==> src/bcc_defs.vh <==
/*
  Constants of the BCD clock and calendar: APB register offsets, field
  positions, reset values and source-clock tick counts.
  Assumes inclusion by the design, its checker and its bench.
*/
`ifndef BCC_DEFS_VH
`define BCC_DEFS_VH

// Register byte offsets
`define BCC_OFF_CFG        8'h00
`define BCC_OFF_CAL        8'h04
`define BCC_OFF_PAD        8'h08
`define BCC_OFF_ALCFG      8'h0c
`define BCC_OFF_ALRPT      8'h10
`define BCC_OFF_VALH       8'h14
`define BCC_OFF_VALL       8'h18
`define BCC_OFF_ALVALH     8'h1c
`define BCC_OFF_ALVALL     8'h20

// clock_config fields
`define BCC_CFG_EN         7
`define BCC_CFG_WREN       5
`define BCC_CFG_SYNC       4
`define BCC_CFG_HALF       3
`define BCC_CFG_OE         2
`define BCC_CFG_PTR_HI     1
`define BCC_CFG_PTR_LO     0

// pad_output_config field
`define BCC_PAD_SEL_HI     2
`define BCC_PAD_SEL_LO     1

// alarm config fields
`define BCC_ACF_EN         7
`define BCC_ACF_CHIME      6
`define BCC_ACF_MASK_HI    5
`define BCC_ACF_MASK_LO    2

// Output source select codes
`define BCC_SEL_ALARM      2'h0
`define BCC_SEL_SECOND     2'h1
`define BCC_SEL_SOURCE     2'h2

// Reset values: 00:00:00, weekday 0, 01-01-2000
`define BCC_RST_CTRL       8'h00
`define BCC_RST_SEC        8'h00
`define BCC_RST_DAY        8'h01
`define BCC_RST_MONTH      8'h01

// Source clock ticks: 32768 per second, half second at 16384
`define BCC_SEC_LAST       16'h7fff
`define BCC_HALF_POINT     16'h4000
`define BCC_SYNC_TICKS     16'h0020

`endif

==> src/bcc_clock_calendar.v <==
/*
  BCD real-time clock and calendar with alarm, drift calibration and a
  selectable clock output pin, reached as an APB slave.
  Assumes the 32.768 kHz source levels are synchronous to pclk and that
  presetn is the power-on reset; other system resets do not reach here.
*/
// Decided for this implementation: the APB register port and the register offsets.
// What this block does
// - Calendar runs 2000-01-01 00:00:00 to 2099-12-31 23:59:59, 24-hour.
// - Leap years detected automatically; February gets its 29th day.
// - Time and date fields kept in BCD tens and ones digits; weekday is a single 3-bit digit 0 to 6.
// - Seconds come from 32.768 kHz source; half second is visible.
// - Module enable bit runs the clock when set, stops it when clear.
// - Value window writes are ignored unless value write enable is set.
// - Module enable bit is written only while value write enable is 1.
// - Sync status reads 1 while a rollover ripple may corrupt reads.
// - Writing the seconds field forces half-second status to 0.
// - Output enable gates the selected clock onto the output pin.
// - Value pointer selects minutes/weekday/month and seconds/hours/day/year.
// - Each high value window access decrements the pointer, stopping at 00.
// - Configuration reset only at power-on; clock runs through other resets.
// - Signed calibration removes four source pulses per positive step once a minute.
// - Select 10 routes raw source clock chosen by fuse; 11 reserved.
// - Select 01 routes the seconds clock, 00 the alarm pulse.
// - Alarm mask chooses interval from half second to yearly.
// - Repeat count decrements per alarm; wraps only with chime; enable clears.
// - High alarm window access decrements alarm pointer, stopping at 00.
`timescale 1ns/100ps
`include "bcc_defs.vh"

module bcc_clock_calendar
#(
  parameter ADDR_W = 8
)
(
  // APB slave
  input  wire              pclk,
  input  wire              presetn,
  input  wire              psel,
  input  wire              penable,
  input  wire              pwrite,
  input  wire [ADDR_W-1:0] paddr,
  input  wire [31:0]       pwdata,
  output reg  [31:0]       prdata,
  output reg               pready,
  output reg               pslverr,
  // Source oscillators and fuse
  input  wire              internal_oscillator,
  input  wire              secondary_oscillator,
  input  wire              source_osc_fuse,
  // Clock output pin
  output reg               clock_out_r
);

  // Two-digit BCD increment with wrap to lo at lim; bit 8 is the carry
  function [8:0] bcd_inc;
    input [7:0] v;
    input [7:0] lim;
    input [7:0] lo;
    begin
      if (v >= lim)
        bcd_inc = {1'b1, lo};
      else if (v[3:0] == 4'h9)
        bcd_inc = {1'b0, v[7:4] + 4'h1, 4'h0};
      else
        bcd_inc = {1'b0, v[7:4], v[3:0] + 4'h1};
    end
  endfunction

  // Last day of month in BCD; every year divisible by four is leap
  function [7:0] last_day;
    input [7:0] mon;
    input [7:0] yr;
    reg leap;
    begin
      leap = yr[4] ? (yr[3:0] == 4'h2 || yr[3:0] == 4'h6)
                   : (yr[3:0] == 4'h0 || yr[3:0] == 4'h4 ||
                      yr[3:0] == 4'h8);
      case (mon)
        8'h02:   last_day = leap ? 8'h29 : 8'h28;
        8'h04, 8'h06, 8'h09, 8'h11: last_day = 8'h30;
        default: last_day = 8'h31;
      endcase
    end
  endfunction

  // Registers
  reg        en_r, wren_r, oe_r, half_r, cal_pend_r, src_d_r;
  reg  [1:0] ptr_r, aptr_r, sel_r;
  reg  [7:0] cal_r, rpt_r;
  reg        al_en_r, chime_r, chk_r, chk_sec_r, al_pulse_r;
  reg  [3:0] mask_r;
  reg  [15:0] presc_r;
  reg  [7:0] sec_r, min_r, hour_r, day_r, mon_r, year_r;
  reg  [2:0] wday_r;
  reg  [7:0] asec_r, amin_r, ahr_r, aday_r, amon_r;
  reg  [2:0] awd_r;
  reg  [7:0] sec_nxt, min_nxt, hour_nxt, day_nxt, mon_nxt, year_nxt;
  reg  [2:0] wday_nxt;
  reg        min_carry;
  reg  [8:0] t;
  reg  [7:0] rd_nxt;
  reg        mapped;

  // Bus decode
  wire [7:0] a8      = paddr[7:0];
  wire       wr_done = psel & penable & pready & pwrite;
  wire       acc_end = psel & penable & pready;
  wire       hit_valh = acc_end & (a8 == `BCC_OFF_VALH);
  wire       hit_alvh = acc_end & (a8 == `BCC_OFF_ALVALH);
  wire       wr_vall = wr_done & (a8 == `BCC_OFF_VALL) & wren_r;
  wire       wr_valh = wr_done & (a8 == `BCC_OFF_VALH) & wren_r;
  wire       wr_sec  = wr_vall & (ptr_r == 2'h0);

  // Source clock edge, chosen by the fuse
  wire src_lvl  = source_osc_fuse ? secondary_oscillator
                                  : internal_oscillator;
  wire src_tick = src_lvl & ~src_d_r & en_r;

  // Second length, trimmed once a minute by 4 x signed calibration
  wire [15:0] cal_x4 = {{6{cal_r[7]}}, cal_r, 2'b00};
  wire [15:0] term   = cal_pend_r ? `BCC_SEC_LAST - cal_x4
                                  : `BCC_SEC_LAST;
  wire        sec_tick  = src_tick & (presc_r >= term);
  wire        half_tick = src_tick & (presc_r == `BCC_HALF_POINT - 16'h1);
  wire [15:0] to_go     = term - presc_r;
  wire        sync_now  = en_r & (to_go <= `BCC_SYNC_TICKS);

  // Prescaler, half-second status and calibration pending
  always @(posedge pclk or negedge presetn)
  begin
    if (!presetn)
    begin
      presc_r    <= 16'h0000;
      half_r     <= 1'b0;
      cal_pend_r <= 1'b0;
      src_d_r    <= 1'b0;
    end
    else
    begin
      src_d_r <= src_lvl;
      if (wr_sec)
      begin
        presc_r <= 16'h0000;
        half_r  <= 1'b0;
      end
      else if (sec_tick)
      begin
        presc_r <= 16'h0000;
        half_r  <= 1'b0;
      end
      else if (src_tick)
      begin
        presc_r <= presc_r + 16'h1;
        if (half_tick)
          half_r <= 1'b1;
      end
      if (sec_tick)
        cal_pend_r <= min_carry;
    end
  end

  // Calendar roll-over, then software writes on top
  always @*
  begin
    sec_nxt = sec_r;
    min_nxt = min_r;
    hour_nxt = hour_r;
    day_nxt = day_r;
    mon_nxt = mon_r;
    year_nxt = year_r;
    wday_nxt = wday_r;
    min_carry = 1'b0;
    t = 9'h000;
    if (sec_tick)
    begin
      t = bcd_inc(sec_r, 8'h59, 8'h00);
      sec_nxt = t[7:0];
      if (t[8])
      begin
        t = bcd_inc(min_r, 8'h59, 8'h00);
        min_nxt = t[7:0];
        min_carry = 1'b1;
        if (t[8])
        begin
          t = bcd_inc(hour_r, 8'h23, 8'h00);
          hour_nxt = t[7:0];
          if (t[8])
          begin
            wday_nxt = (wday_r == 3'h6) ? 3'h0 : wday_r + 3'h1;
            t = bcd_inc(day_r, last_day(mon_r, year_r), 8'h01);
            day_nxt = t[7:0];
            if (t[8])
            begin
              t = bcd_inc(mon_r, 8'h12, 8'h01);
              mon_nxt = t[7:0];
              if (t[8])
              begin
                t = bcd_inc(year_r, 8'h99, 8'h00);
                year_nxt = t[7:0];
              end
            end
          end
        end
      end
    end
    // Field widths follow the BCD digit layout
    if (wr_valh)
      case (ptr_r)
        2'h0:    min_nxt = {1'b0, pwdata[6:0]};
        2'h1:    wday_nxt = pwdata[2:0];
        2'h2:    mon_nxt = {3'b000, pwdata[4:0]};
        default: min_nxt = min_nxt;
      endcase
    if (wr_vall)
      case (ptr_r)
        2'h0:    sec_nxt = {1'b0, pwdata[6:0]};
        2'h1:    hour_nxt = {2'b00, pwdata[5:0]};
        2'h2:    day_nxt = {2'b00, pwdata[5:0]};
        default: year_nxt = pwdata[7:0];
      endcase
  end

  // Time and calendar fields
  always @(posedge pclk or negedge presetn)
  begin
    if (!presetn)
    begin
      sec_r  <= `BCC_RST_SEC;
      min_r  <= `BCC_RST_SEC;
      hour_r <= `BCC_RST_SEC;
      wday_r <= 3'h0;
      day_r  <= `BCC_RST_DAY;
      mon_r  <= `BCC_RST_MONTH;
      year_r <= `BCC_RST_SEC;
    end
    else
    begin
      sec_r  <= sec_nxt;
      min_r  <= min_nxt;
      hour_r <= hour_nxt;
      wday_r <= wday_nxt;
      day_r  <= day_nxt;
      mon_r  <= mon_nxt;
      year_r <= year_nxt;
    end
  end

  // Alarm compare on the updated time, widening with the mask
  wire m_s1 = asec_r[3:0] == sec_r[3:0];
  wire m_s  = asec_r == sec_r;
  wire m_m1 = m_s & (amin_r[3:0] == min_r[3:0]);
  wire m_m  = m_s & (amin_r == min_r);
  wire m_h  = m_m & (ahr_r == hour_r);
  reg  al_match;
  always @*
  begin
    case (mask_r)
      4'h0:    al_match = chk_r;
      4'h1:    al_match = chk_sec_r;
      4'h2:    al_match = chk_sec_r & m_s1;
      4'h3:    al_match = chk_sec_r & m_s;
      4'h4:    al_match = chk_sec_r & m_m1;
      4'h5:    al_match = chk_sec_r & m_m;
      4'h6:    al_match = chk_sec_r & m_h;
      4'h7:    al_match = chk_sec_r & m_h & (awd_r == wday_r);
      4'h8:    al_match = chk_sec_r & m_h & (aday_r == day_r);
      4'h9:    al_match = chk_sec_r & m_h & (aday_r == day_r) &
                          (amon_r == mon_r);
      default: al_match = 1'b0;
    endcase
  end
  wire al_event = al_en_r & al_match;

  // Control registers, pointers, alarm state; power-on reset only
  always @(posedge pclk or negedge presetn)
  begin
    if (!presetn)
    begin
      en_r <= 1'b0;
      wren_r <= 1'b0;
      oe_r <= 1'b0;
      ptr_r <= 2'h0;
      cal_r <= `BCC_RST_CTRL;
      sel_r <= 2'h0;
      al_en_r <= 1'b0;
      chime_r <= 1'b0;
      mask_r <= 4'h0;
      aptr_r <= 2'h0;
      rpt_r <= `BCC_RST_CTRL;
      {asec_r, amin_r, ahr_r, aday_r, amon_r} <= 40'h0;
      awd_r <= 3'h0;
      chk_r <= 1'b0;
      chk_sec_r <= 1'b0;
      al_pulse_r <= 1'b0;
    end
    else
    begin
      chk_r <= sec_tick | half_tick;
      chk_sec_r <= sec_tick;
      if (al_event)
        al_pulse_r <= 1'b1;
      else if (half_tick | sec_tick)
        al_pulse_r <= 1'b0;
      if (wr_done & (a8 == `BCC_OFF_CFG))
      begin
        if (wren_r)
          en_r <= pwdata[`BCC_CFG_EN];
        wren_r <= pwdata[`BCC_CFG_WREN];
        oe_r <= pwdata[`BCC_CFG_OE];
        ptr_r <= pwdata[`BCC_CFG_PTR_HI:`BCC_CFG_PTR_LO];
      end
      else if (hit_valh && ptr_r != 2'h0)
        ptr_r <= ptr_r - 2'h1;
      if (wr_done & (a8 == `BCC_OFF_CAL))
        cal_r <= pwdata[7:0];
      if (wr_done & (a8 == `BCC_OFF_PAD))
        sel_r <= pwdata[`BCC_PAD_SEL_HI:`BCC_PAD_SEL_LO];
      if (wr_done & (a8 == `BCC_OFF_ALCFG))
      begin
        al_en_r <= pwdata[`BCC_ACF_EN];
        chime_r <= pwdata[`BCC_ACF_CHIME];
        mask_r <= pwdata[`BCC_ACF_MASK_HI:`BCC_ACF_MASK_LO];
        aptr_r <= pwdata[1:0];
      end
      else if (hit_alvh && aptr_r != 2'h0)
        aptr_r <= aptr_r - 2'h1;
      // Alarm event beats a same-cycle repeat write
      if (al_event)
      begin
        if (rpt_r != 8'h00)
          rpt_r <= rpt_r - 8'h01;
        else if (chime_r)
          rpt_r <= 8'hff;
        else
          al_en_r <= 1'b0;
      end
      else if (wr_done & (a8 == `BCC_OFF_ALRPT))
        rpt_r <= pwdata[7:0];
      if (wr_done & (a8 == `BCC_OFF_ALVALH))
        case (aptr_r)
          2'h0:    amin_r <= {1'b0, pwdata[6:0]};
          2'h1:    awd_r <= pwdata[2:0];
          2'h2:    amon_r <= {3'b000, pwdata[4:0]};
          default: amin_r <= amin_r;
        endcase
      if (wr_done & (a8 == `BCC_OFF_ALVALL))
        case (aptr_r)
          2'h0:    asec_r <= {1'b0, pwdata[6:0]};
          2'h1:    ahr_r <= {2'b00, pwdata[5:0]};
          2'h2:    aday_r <= {2'b00, pwdata[5:0]};
          default: asec_r <= asec_r;
        endcase
    end
  end

  // Read data mux, evaluated in the setup phase
  always @*
  begin
    mapped = 1'b1;
    rd_nxt = 8'h00;
    case (a8)
      `BCC_OFF_CFG:   rd_nxt = {en_r, 1'b0, wren_r, sync_now, half_r,
                                oe_r, ptr_r};
      `BCC_OFF_CAL:   rd_nxt = cal_r;
      `BCC_OFF_PAD:   rd_nxt = {5'h00, sel_r, 1'b0};
      `BCC_OFF_ALCFG: rd_nxt = {al_en_r, chime_r, mask_r, aptr_r};
      `BCC_OFF_ALRPT: rd_nxt = rpt_r;
      `BCC_OFF_VALH:
        case (ptr_r)
          2'h0:    rd_nxt = min_r;
          2'h1:    rd_nxt = {5'h00, wday_r};
          2'h2:    rd_nxt = mon_r;
          default: rd_nxt = 8'h00;
        endcase
      `BCC_OFF_VALL:
        case (ptr_r)
          2'h0:    rd_nxt = sec_r;
          2'h1:    rd_nxt = hour_r;
          2'h2:    rd_nxt = day_r;
          default: rd_nxt = year_r;
        endcase
      `BCC_OFF_ALVALH:
        case (aptr_r)
          2'h0:    rd_nxt = amin_r;
          2'h1:    rd_nxt = {5'h00, awd_r};
          2'h2:    rd_nxt = amon_r;
          default: rd_nxt = 8'h00;
        endcase
      `BCC_OFF_ALVALL:
        case (aptr_r)
          2'h0:    rd_nxt = asec_r;
          2'h1:    rd_nxt = ahr_r;
          2'h2:    rd_nxt = aday_r;
          default: rd_nxt = 8'h00;
        endcase
      default: mapped = 1'b0;
    endcase
  end

  // APB answer: one wait-free access phase, registered data
  always @(posedge pclk or negedge presetn)
  begin
    if (!presetn)
    begin
      prdata  <= 32'h0000_0000;
      pready  <= 1'b0;
      pslverr <= 1'b0;
    end
    else
    begin
      pready  <= psel & ~penable;
      pslverr <= psel & ~penable & ~mapped;
      if (psel & ~penable & ~pwrite)
        prdata <= {24'h000000, rd_nxt};
      else if (acc_end)
        prdata <= 32'h0000_0000;
    end
  end

  // Output pin source and gate
  always @(posedge pclk or negedge presetn)
  begin
    if (!presetn)
      clock_out_r <= 1'b0;
    else if (!oe_r)
      clock_out_r <= 1'b0;
    else
      case (sel_r)
        `BCC_SEL_ALARM:  clock_out_r <= al_pulse_r;
        `BCC_SEL_SECOND: clock_out_r <= ~half_r;
        `BCC_SEL_SOURCE: clock_out_r <= src_lvl;
        default:         clock_out_r <= 1'b0;
      endcase
  end

endmodule

==> config.mk <==
export PLATFORM = sky130hd
export DESIGN_NAME = bcc_clock_calendar
export DESIGN_NICKNAME = d
export VERILOG_FILES = /design/src/bcc_clock_calendar.v
export VERILOG_INCLUDE_DIRS = /design/src
export SDC_FILE = /design/constraint.sdc
export NUM_CORES = 1
export LEC_CHECK = 0
export BUFFER_PORTS_ARGS = -buffer_cell sky130_fd_sc_hd__clkbuf_2
export CORE_AREA = 4 4 154 156
export CTS_BUF_LIST = sky130_fd_sc_hd__clkbuf_8
export CTS_CLUSTER_DIAMETER = 80
export CTS_CLUSTER_SIZE = 16
export DETAILED_ROUTE_END_ITERATION = 10
export DIE_AREA = 0 0 158 160
export PLACE_DENSITY = 0.6
export SYNTH_ARGS = -nofsm -noshare
export SYNTH_HDL_FRONTEND = slang
export SYNTH_SLANG_ARGS = --single-unit
==> constraint.sdc <==
create_clock -name pclk -period 4.3 [get_ports pclk]
set_clock_uncertainty 0.2 [all_clocks]
set_input_delay 0.215 -clock pclk [delete_from_list [all_inputs] [get_ports pclk]]
set_output_delay 0.215 -clock pclk [all_outputs]
set_load 0.02 [all_outputs]
==> results of run 1 <==
stage by stage:
step | instance area (µm²) | cells
6_report | 10800 | 1418
5_1_grt | 10800 | 1418
4_1_cts | 10800 | 1417
3_5_place_dp | 10200 | 1379
3_3_place_gp | 10200 | 1379
2_1_floorplan | 9990 | 1127
cells in the final DEF, fill, tap and decap left out, types with 22 or more instances in the layout:
master,n
xor2_1,31
nor3_1,38
o21ai_0,40
xnor2_1,28
ha_1,44
dfrtp_1,147
nor2_1,73
inv_1,45
a21oi_1,69
nand2_1,112
a31oi_1,22
nand3_1,35
clkbuf_2,33
conb_1,24
mux2_2,51
power by group:
part           switching [µW]  total [µW]  internal [µW]
Sequential               3.56        1410           1400
Clock                     545        1250            709
Combinational             100         127           27.0
metal layers:
metal  up-vias  track usage (%)  share of wire (%)
met4         0             7.72                3.1
met2       341             35.1                 44
met5         -                0                  0
met1      4179             34.1                 46
met3        53             4.74                7.0
li1       4030                -                  -
registers in the layout, summed over array words and instances, names as in the netlist, 3 cells and up:
signal	flops
min_r	8
mon_r	8
rpt_r	8
sec_r	8
prdata	8
hour_r	8
presc_r	16
amin_r	7
amon_r	5
aday_r	6
mask_r	4
cal_r	8
wday_r	3
day_r	8
ahr_r	6
asec_r	7
year_r	8
awd_r	3
cell type report:
class,count,area (µm²),area share (%)
timing repair buffer,62,412,3.82
tap,285,357,3.31
clock buffer,19,262,2.43
sequential,149,3730,34.6
inverter,45,170,1.58
clock inverter,10,181,1.68
multi-input combinational,848,5660,52.6
synth_stat cells, drive strengths merged (7+ instances only):
cell type / number / area (µm²)
nor2: 73 / 274
nor2b: 8 / 50.1
a222oi: 20 / 200
mux2: 52 / 589
o21a: 9 / 67.6
nand2b: 14 / 87.6
or3: 8 / 50.1
and2: 13 / 81.3
nor3: 38 / 190
mux2i: 18 / 180
clkbuf: 50 / 188
o211ai: 8 / 60.1
o21ai: 41 / 205
nand2: 114 / 438
nand3: 36 / 185
xnor2: 28 / 245
a221oi: 8 / 70.1
nand4: 19 / 119
nand3b: 7 / 65.1
a21o: 7 / 52.6
a22oi: 7 / 52.6
buf: 35 / 238
xor2: 31 / 272
nor4: 16 / 100
o31ai: 19 / 143
and3: 9 / 56.3
a31oi: 22 / 138
inv: 44 / 165
a21oi: 69 / 345
o22ai: 14 / 87.6
dfrtp: 147 / 3680
ha: 44 / 551
worst max-delay path: cells and delay by family, from the launching register on:
kind	cells	cell delay (ns)
simple gates	5	1.31
compound gates	5	0.84
flops	1	0.61
mux	1	0.29
buf+inv	2	0.28
fa+ha+maj	1	0.26
kinds of logic after synthesis:
logic type	synth area share [%]
other cells	0.0379
compound gates	17.5
buf+inv	6.01
simple gates	20.2
xor+xnor	5.22
flops	37.7
fa+ha+maj	5.56
mux	7.77
path summary, 6_finish.rpt:
| kind | to | slack [ns] | cells past startpoint |
|---|---|---|---|
| max | year_r[0] | 0.43 | 14 |
| min | mon_r[0] | 0.03 | 3 |
| max reg2reg | year_r[0] | 0.43 | 14 |
| min reg2reg | prdata[2] | 0.28 | 1 |
| max in group asynchronous | ptr_r[1] | 2.70 | 3 |
| min in group asynchronous | presc_r[15] | 0.22 | 2 |
what timing repair did:
action	CTS	global route
resized for setup	0	0
endpoints found under the hold margin	100	1
hold buffers	9	1
==> flow_metrics.py, run 1 <==
metrics = {
    "run_status": {
        "status": "complete, no violations",
    },
    "global_route": {
        "grt_pass1_vias": 8179,
        "grt_max_degree": 97,
        "track_usage_pct": 23.5,
        "grt_overflow": 0,
        "grt_pass1_wl_um": 46600,
        "antenna_found_initial": 0,
    },
    "min_path": {
        "hp-start": "pwdata[0]",
        "hold_class": "primary input to flip-flop",
    },
    "worst_setup_path": {
        "critical-path-slowest-cell": "dfstp_2",
        "r2r_start": "mon_r[0]",
        "cp.required_ns": 4.48,
        "critPathLaunch": "mon_r[0]",
        "critical_path_class": "flip-flop to flip-flop",
        "cp-start-kind": "flip-flop",
        "max_stage_delay_ns": 0.61,
        "end_kind": "flip-flop",
        "crit_chain": "inv_1 > nor3_1 > and2_1 > a21oi_1 > o32a_1 > ha_1 > or4b_2 > a21oi_1 > o21a_1 > nor4_1 > buf_4 > and2_1 > mux2_2 > o21ai_0",
        "cp_max_fo": 7,
        "cp_data_arrival_time_ns": 4.05,
    },
    "timing": {
        "max_freq_mhz": 258,
        "setup_ws_ns": 0.425,
        "whs_ns": 0.0274,
        "final-hold-violation-count": 0,
        "relSlewSlack_pct": 37.3,
        "slew_viol_final": 0,
        "worst_pin_slew_ns": 0.940,
        "period_share_pct": 90.1,
        "rsz0062_at_grt": "no",
        "setup_viol": 0,
        "tns_ns": 0,
        "fin_crit_ns": 3.87,
    },
    "floorplanning": {
        "dieArea_um2": 25300,
        "top_level_ports": 83,
        "coreArea_um2": 22400,
        "dieHeight_um": 160,
        "num_rows": 55,
        "dieWidth_um": 158,
        "initial_utilization_pct": 44.3,
    },
    "yosys": {
        "synth_area_per_cell_um2": 8.97,
        "synth_cell_types": 76,
        "ys_async_sr_fraction_pct": 100,
        "synth_area_um2": 9900,
        "yosys_warnings": 0,
        "ys_ff_latch": 149,
        "synthCells": 1104,
        "synth_top_flop_cell": "dfrtp_1",
        "synth_edf_count": 0,
        "yosysSeqAreaShare_pct": 37.7,
    },
    "routing": {
        "finalWirelength_um": 29800,
        "remaining_drc_errors": 0,
        "drtIter0Drc": 952,
        "firstDrtPassIters": 8,
        "wl_per_cell_um": 21.0,
        "via_count": 8603,
        "viasPerCell": 6.07,
        "postRouteAntennaNets": 0,
    },
    "pwr": {
        "p_per_area_nw_per_um2": 259,
        "vdd_drop_max_mv": 0.201,
        "leakage_uw": 0.00485,
        "finalPower_uw": 2790,
    },
    "placement": {
        "pre_cts_ws_ns": 0.463,
        "hpwl_um": 21300,
        "routabilityCongestion": 0.931,
        "port_buffers": 34,
    },
    "final_layout": {
        "drive_above_1_share_pct": 13.0,
        "nets": 1215,
        "fillers": 2128,
        "n_antenna_cell": 0,
        "syn2layout_area_growth_pct": 8.81,
        "finalCoreUtilization_pct": 48.2,
    },
    "cts": {
        "cts_tree": "yes",
        "cts-root-buf": "clkbuf_8",
        "cts_max_level": 4,
        "clock_latency_ns": 0.46,
        "cts_sinks": 149,
        "post_cts_buffers": 0,
        "clock_path_buffers": 2,
        "cts_buffers": 17,
        "path_clk_slew_ns": 0.08,
    },
    "flow_run": {
        "maxCapViolations": 0,
    },
}
Power figures use the tool's default switching activity.
==> run 2, diff against run 1 <==
- CORE_AREA: 4 4 154 156 -> 4 4 174 176
- DIE_AREA: 0 0 158 160 -> 0 0 178 180
- PLACE_DENSITY: 0.6 -> 0.49
==> flow_metrics.py, run 2 (same netlist as run 1, synthesis figures left out) <==
metrics = {
    "run_status": {
        "status": "complete, no violations",
    },
    "cts": {
        "clock_latency_ns": 0.47,
        "path_clk_slew_ns": 0.09,
        "clock_path_buffers": 2,
        "cts_max_level": 4,
        "cts_buffers": 17,
        "cts_sinks": 149,
        "cts-root-buf": "clkbuf_8",
        "cts_tree": "yes",
    },
    "timing": {
        "rsz0062_at_grt": "no",
        "whs_ns": 0.0457,
        "fin_crit_ns": 3.86,
        "relSlewSlack_pct": 34.7,
        "period_share_pct": 89.8,
        "slew_viol_final": 0,
        "max_freq_mhz": 259,
        "setup_viol": 0,
        "final-hold-violation-count": 0,
        "worst_pin_slew_ns": 0.980,
        "tns_ns": 0,
    },
    "worst_setup_path": {
        "cp_data_arrival_time_ns": 4.05,
        "cp.required_ns": 4.49,
        "critical-path-slowest-cell": "dfstp_2",
        "crit_chain": "inv_1 > nor3_1 > and2_1 > a21oi_1 > o32a_1 > ha_1 > or4b_2 > a21oi_1 > o21a_1 > nor4_1 > buf_4 > and2_1 > mux2_2 > o21ai_0",
        "cp-start-kind": "flip-flop",
        "max_stage_delay_ns": 0.60,
        "end_kind": "flip-flop",
        "cp_max_fo": 7,
        "critical_path_class": "flip-flop to flip-flop",
    },
    "final_layout": {
        "mostFrequentLayoutCells": "dfrtp_1, nand2_1, nor2_1",
        "layout.cells.non_filler": 1521,
        "syn2layout_area_growth_pct": 9.85,
        "largest_register": "presc_r",
        "largest_reg_flops": 16,
        "n_antenna_cell": 0,
        "finalCoreUtilization_pct": 38.0,
        "drive_above_1_share_pct": 13.4,
        "layout_commonest_cell": "dfrtp_1",
        "nets": 1216,
    },
    "floorplanning": {
        "coreArea_um2": 28600,
        "dieArea_um2": 32000,
        "num_rows": 62,
        "initial_utilization_pct": 34.6,
        "dieWidth_um": 178,
        "top_level_ports": 83,
        "dieHeight_um": 180,
    },
    "placement": {
        "hpwl_um": 23100,
        "port_buffers": 34,
        "routabilityCongestion": 0.917,
        "dpl.cell_count": 1479,
    },
    "routing": {
        "finalWirelength_um": 32100,
        "via_count": 8588,
        "firstDrtPassIters": 8,
        "remaining_drc_errors": 0,
        "postRouteAntennaNets": 0,
        "drtIter0Drc": 703,
        "viasPerCell": 5.65,
        "wl_per_cell_um": 21.1,
    },
    "pwr": {
        "finalPower_uw": 2720,
        "vdd_drop_max_mv": 0.167,
        "p_per_area_nw_per_um2": 250,
        "leakage_uw": 0.00485,
    },
    "global_route": {
        "grt_pass1_vias": 8275,
        "grt_pass1_wl_um": 50000,
        "met2_usage_pct": 30.4,
        "grt_overflow": 0,
        "use_met3_pct": 3.91,
        "busiest_layer": "met2",
        "antenna_found_initial": 0,
        "met1_usage_pct": 29.0,
        "track_usage_pct": 20.2,
        "grt_max_degree": 99,
    },
    "min_path": {
        "hold_class": "primary input to flip-flop",
    },
    "flow_run": {
        "maxCapViolations": 0,
    },
}
[run 2: cell count changes in the layout (fill, tap and decap cells not counted)]
cell | previous run | this run
inv_6 | 0 | 4
bufinv_16 | 5 | 2
clkinv_4 | 0 | 3
inv_8 | 0 | 3
clkinvlp_4 | 3 | 1
buf_4 | 18 | 19
clkbuf_8 | 19 | 18
inv_1 | 45 | 44
[run 2: worst paths after layout]
| path | depth (start not counted) | startpoint | slack (ns) | end |
|---|---|---|---|---|
| min in group asynchronous | 2 | presetn | 0.20 | presc_r[7] |
| max in group asynchronous | 3 | presetn | 2.65 | day_r[0] |
| hold / removal | 3 | pwdata[0] | 0.05 | mon_r[0] |
| setup reg to reg | 14 | mon_r[0] | 0.44 | year_r[0] |
| setup / recovery | 14 | mon_r[0] | 0.44 | year_r[0] |
| hold reg to reg | 1 | prdata[1] | 0.29 | prdata[1] |
[run 2: per-stage QoR]
| step | worst slack, ns | instance area (µm²) |
|---|---|---|
| after global routing | 0.170 | 10900 |
| after floorplan | 0.502 | 9990 |
| after CTS | 0.445 | 10900 |
| after global placement | 0.514 | 10400 |
| final | 0.438 | 10900 |
| after detailed placement | 0.472 | 10400 |
[run 2: final cells by class]
cell class	count	area, µm²
fillers	2986	17700
multi-input cells	848	5660
flip-flops and latches	149	3730
well taps	384	480
repair buffers	63	419
clock buffers	18	248
inverters	45	170
clock inverters	14	168
[run 2: worst max-delay path, delay by kind of cell (launching register included)]
kind,cells,cell delay [ns]
AND/OR/NAND/NOR,5,1.34
AO/OA/AOI/OAI,5,0.82
flip-flops,1,0.60
buffers and inverters,2,0.29
multiplexers,1,0.28
adder cells (fa/ha/maj),1,0.26
[run 2: routing by layer]
metal  vias up  part of all wire [%]
met2       268                    45
met5         -                     0
met1      4234                    47
met4         0                   2.8
met3        50                   5.4
li1       4036                     -
[run 2: where the power goes]
part / total (µW) / switching [µW] / internal (µW) / leakage (µW)
sequential: 1410 / 3.54 / 1400 / 0.00197
clock: 1180 / 630 / 552 / 0.000210
combinational: 131 / 104 / 27.1 / 0.00267
[run 2: timing repair]
| item | in CTS | in global routing |
|---|---|---|
| hold endpoints to repair | 105 | 0 |
| gates resized for setup | 0 | 0 |
| buffers inserted | 0 | 0 |
| hold buffers | 10 | 0 |
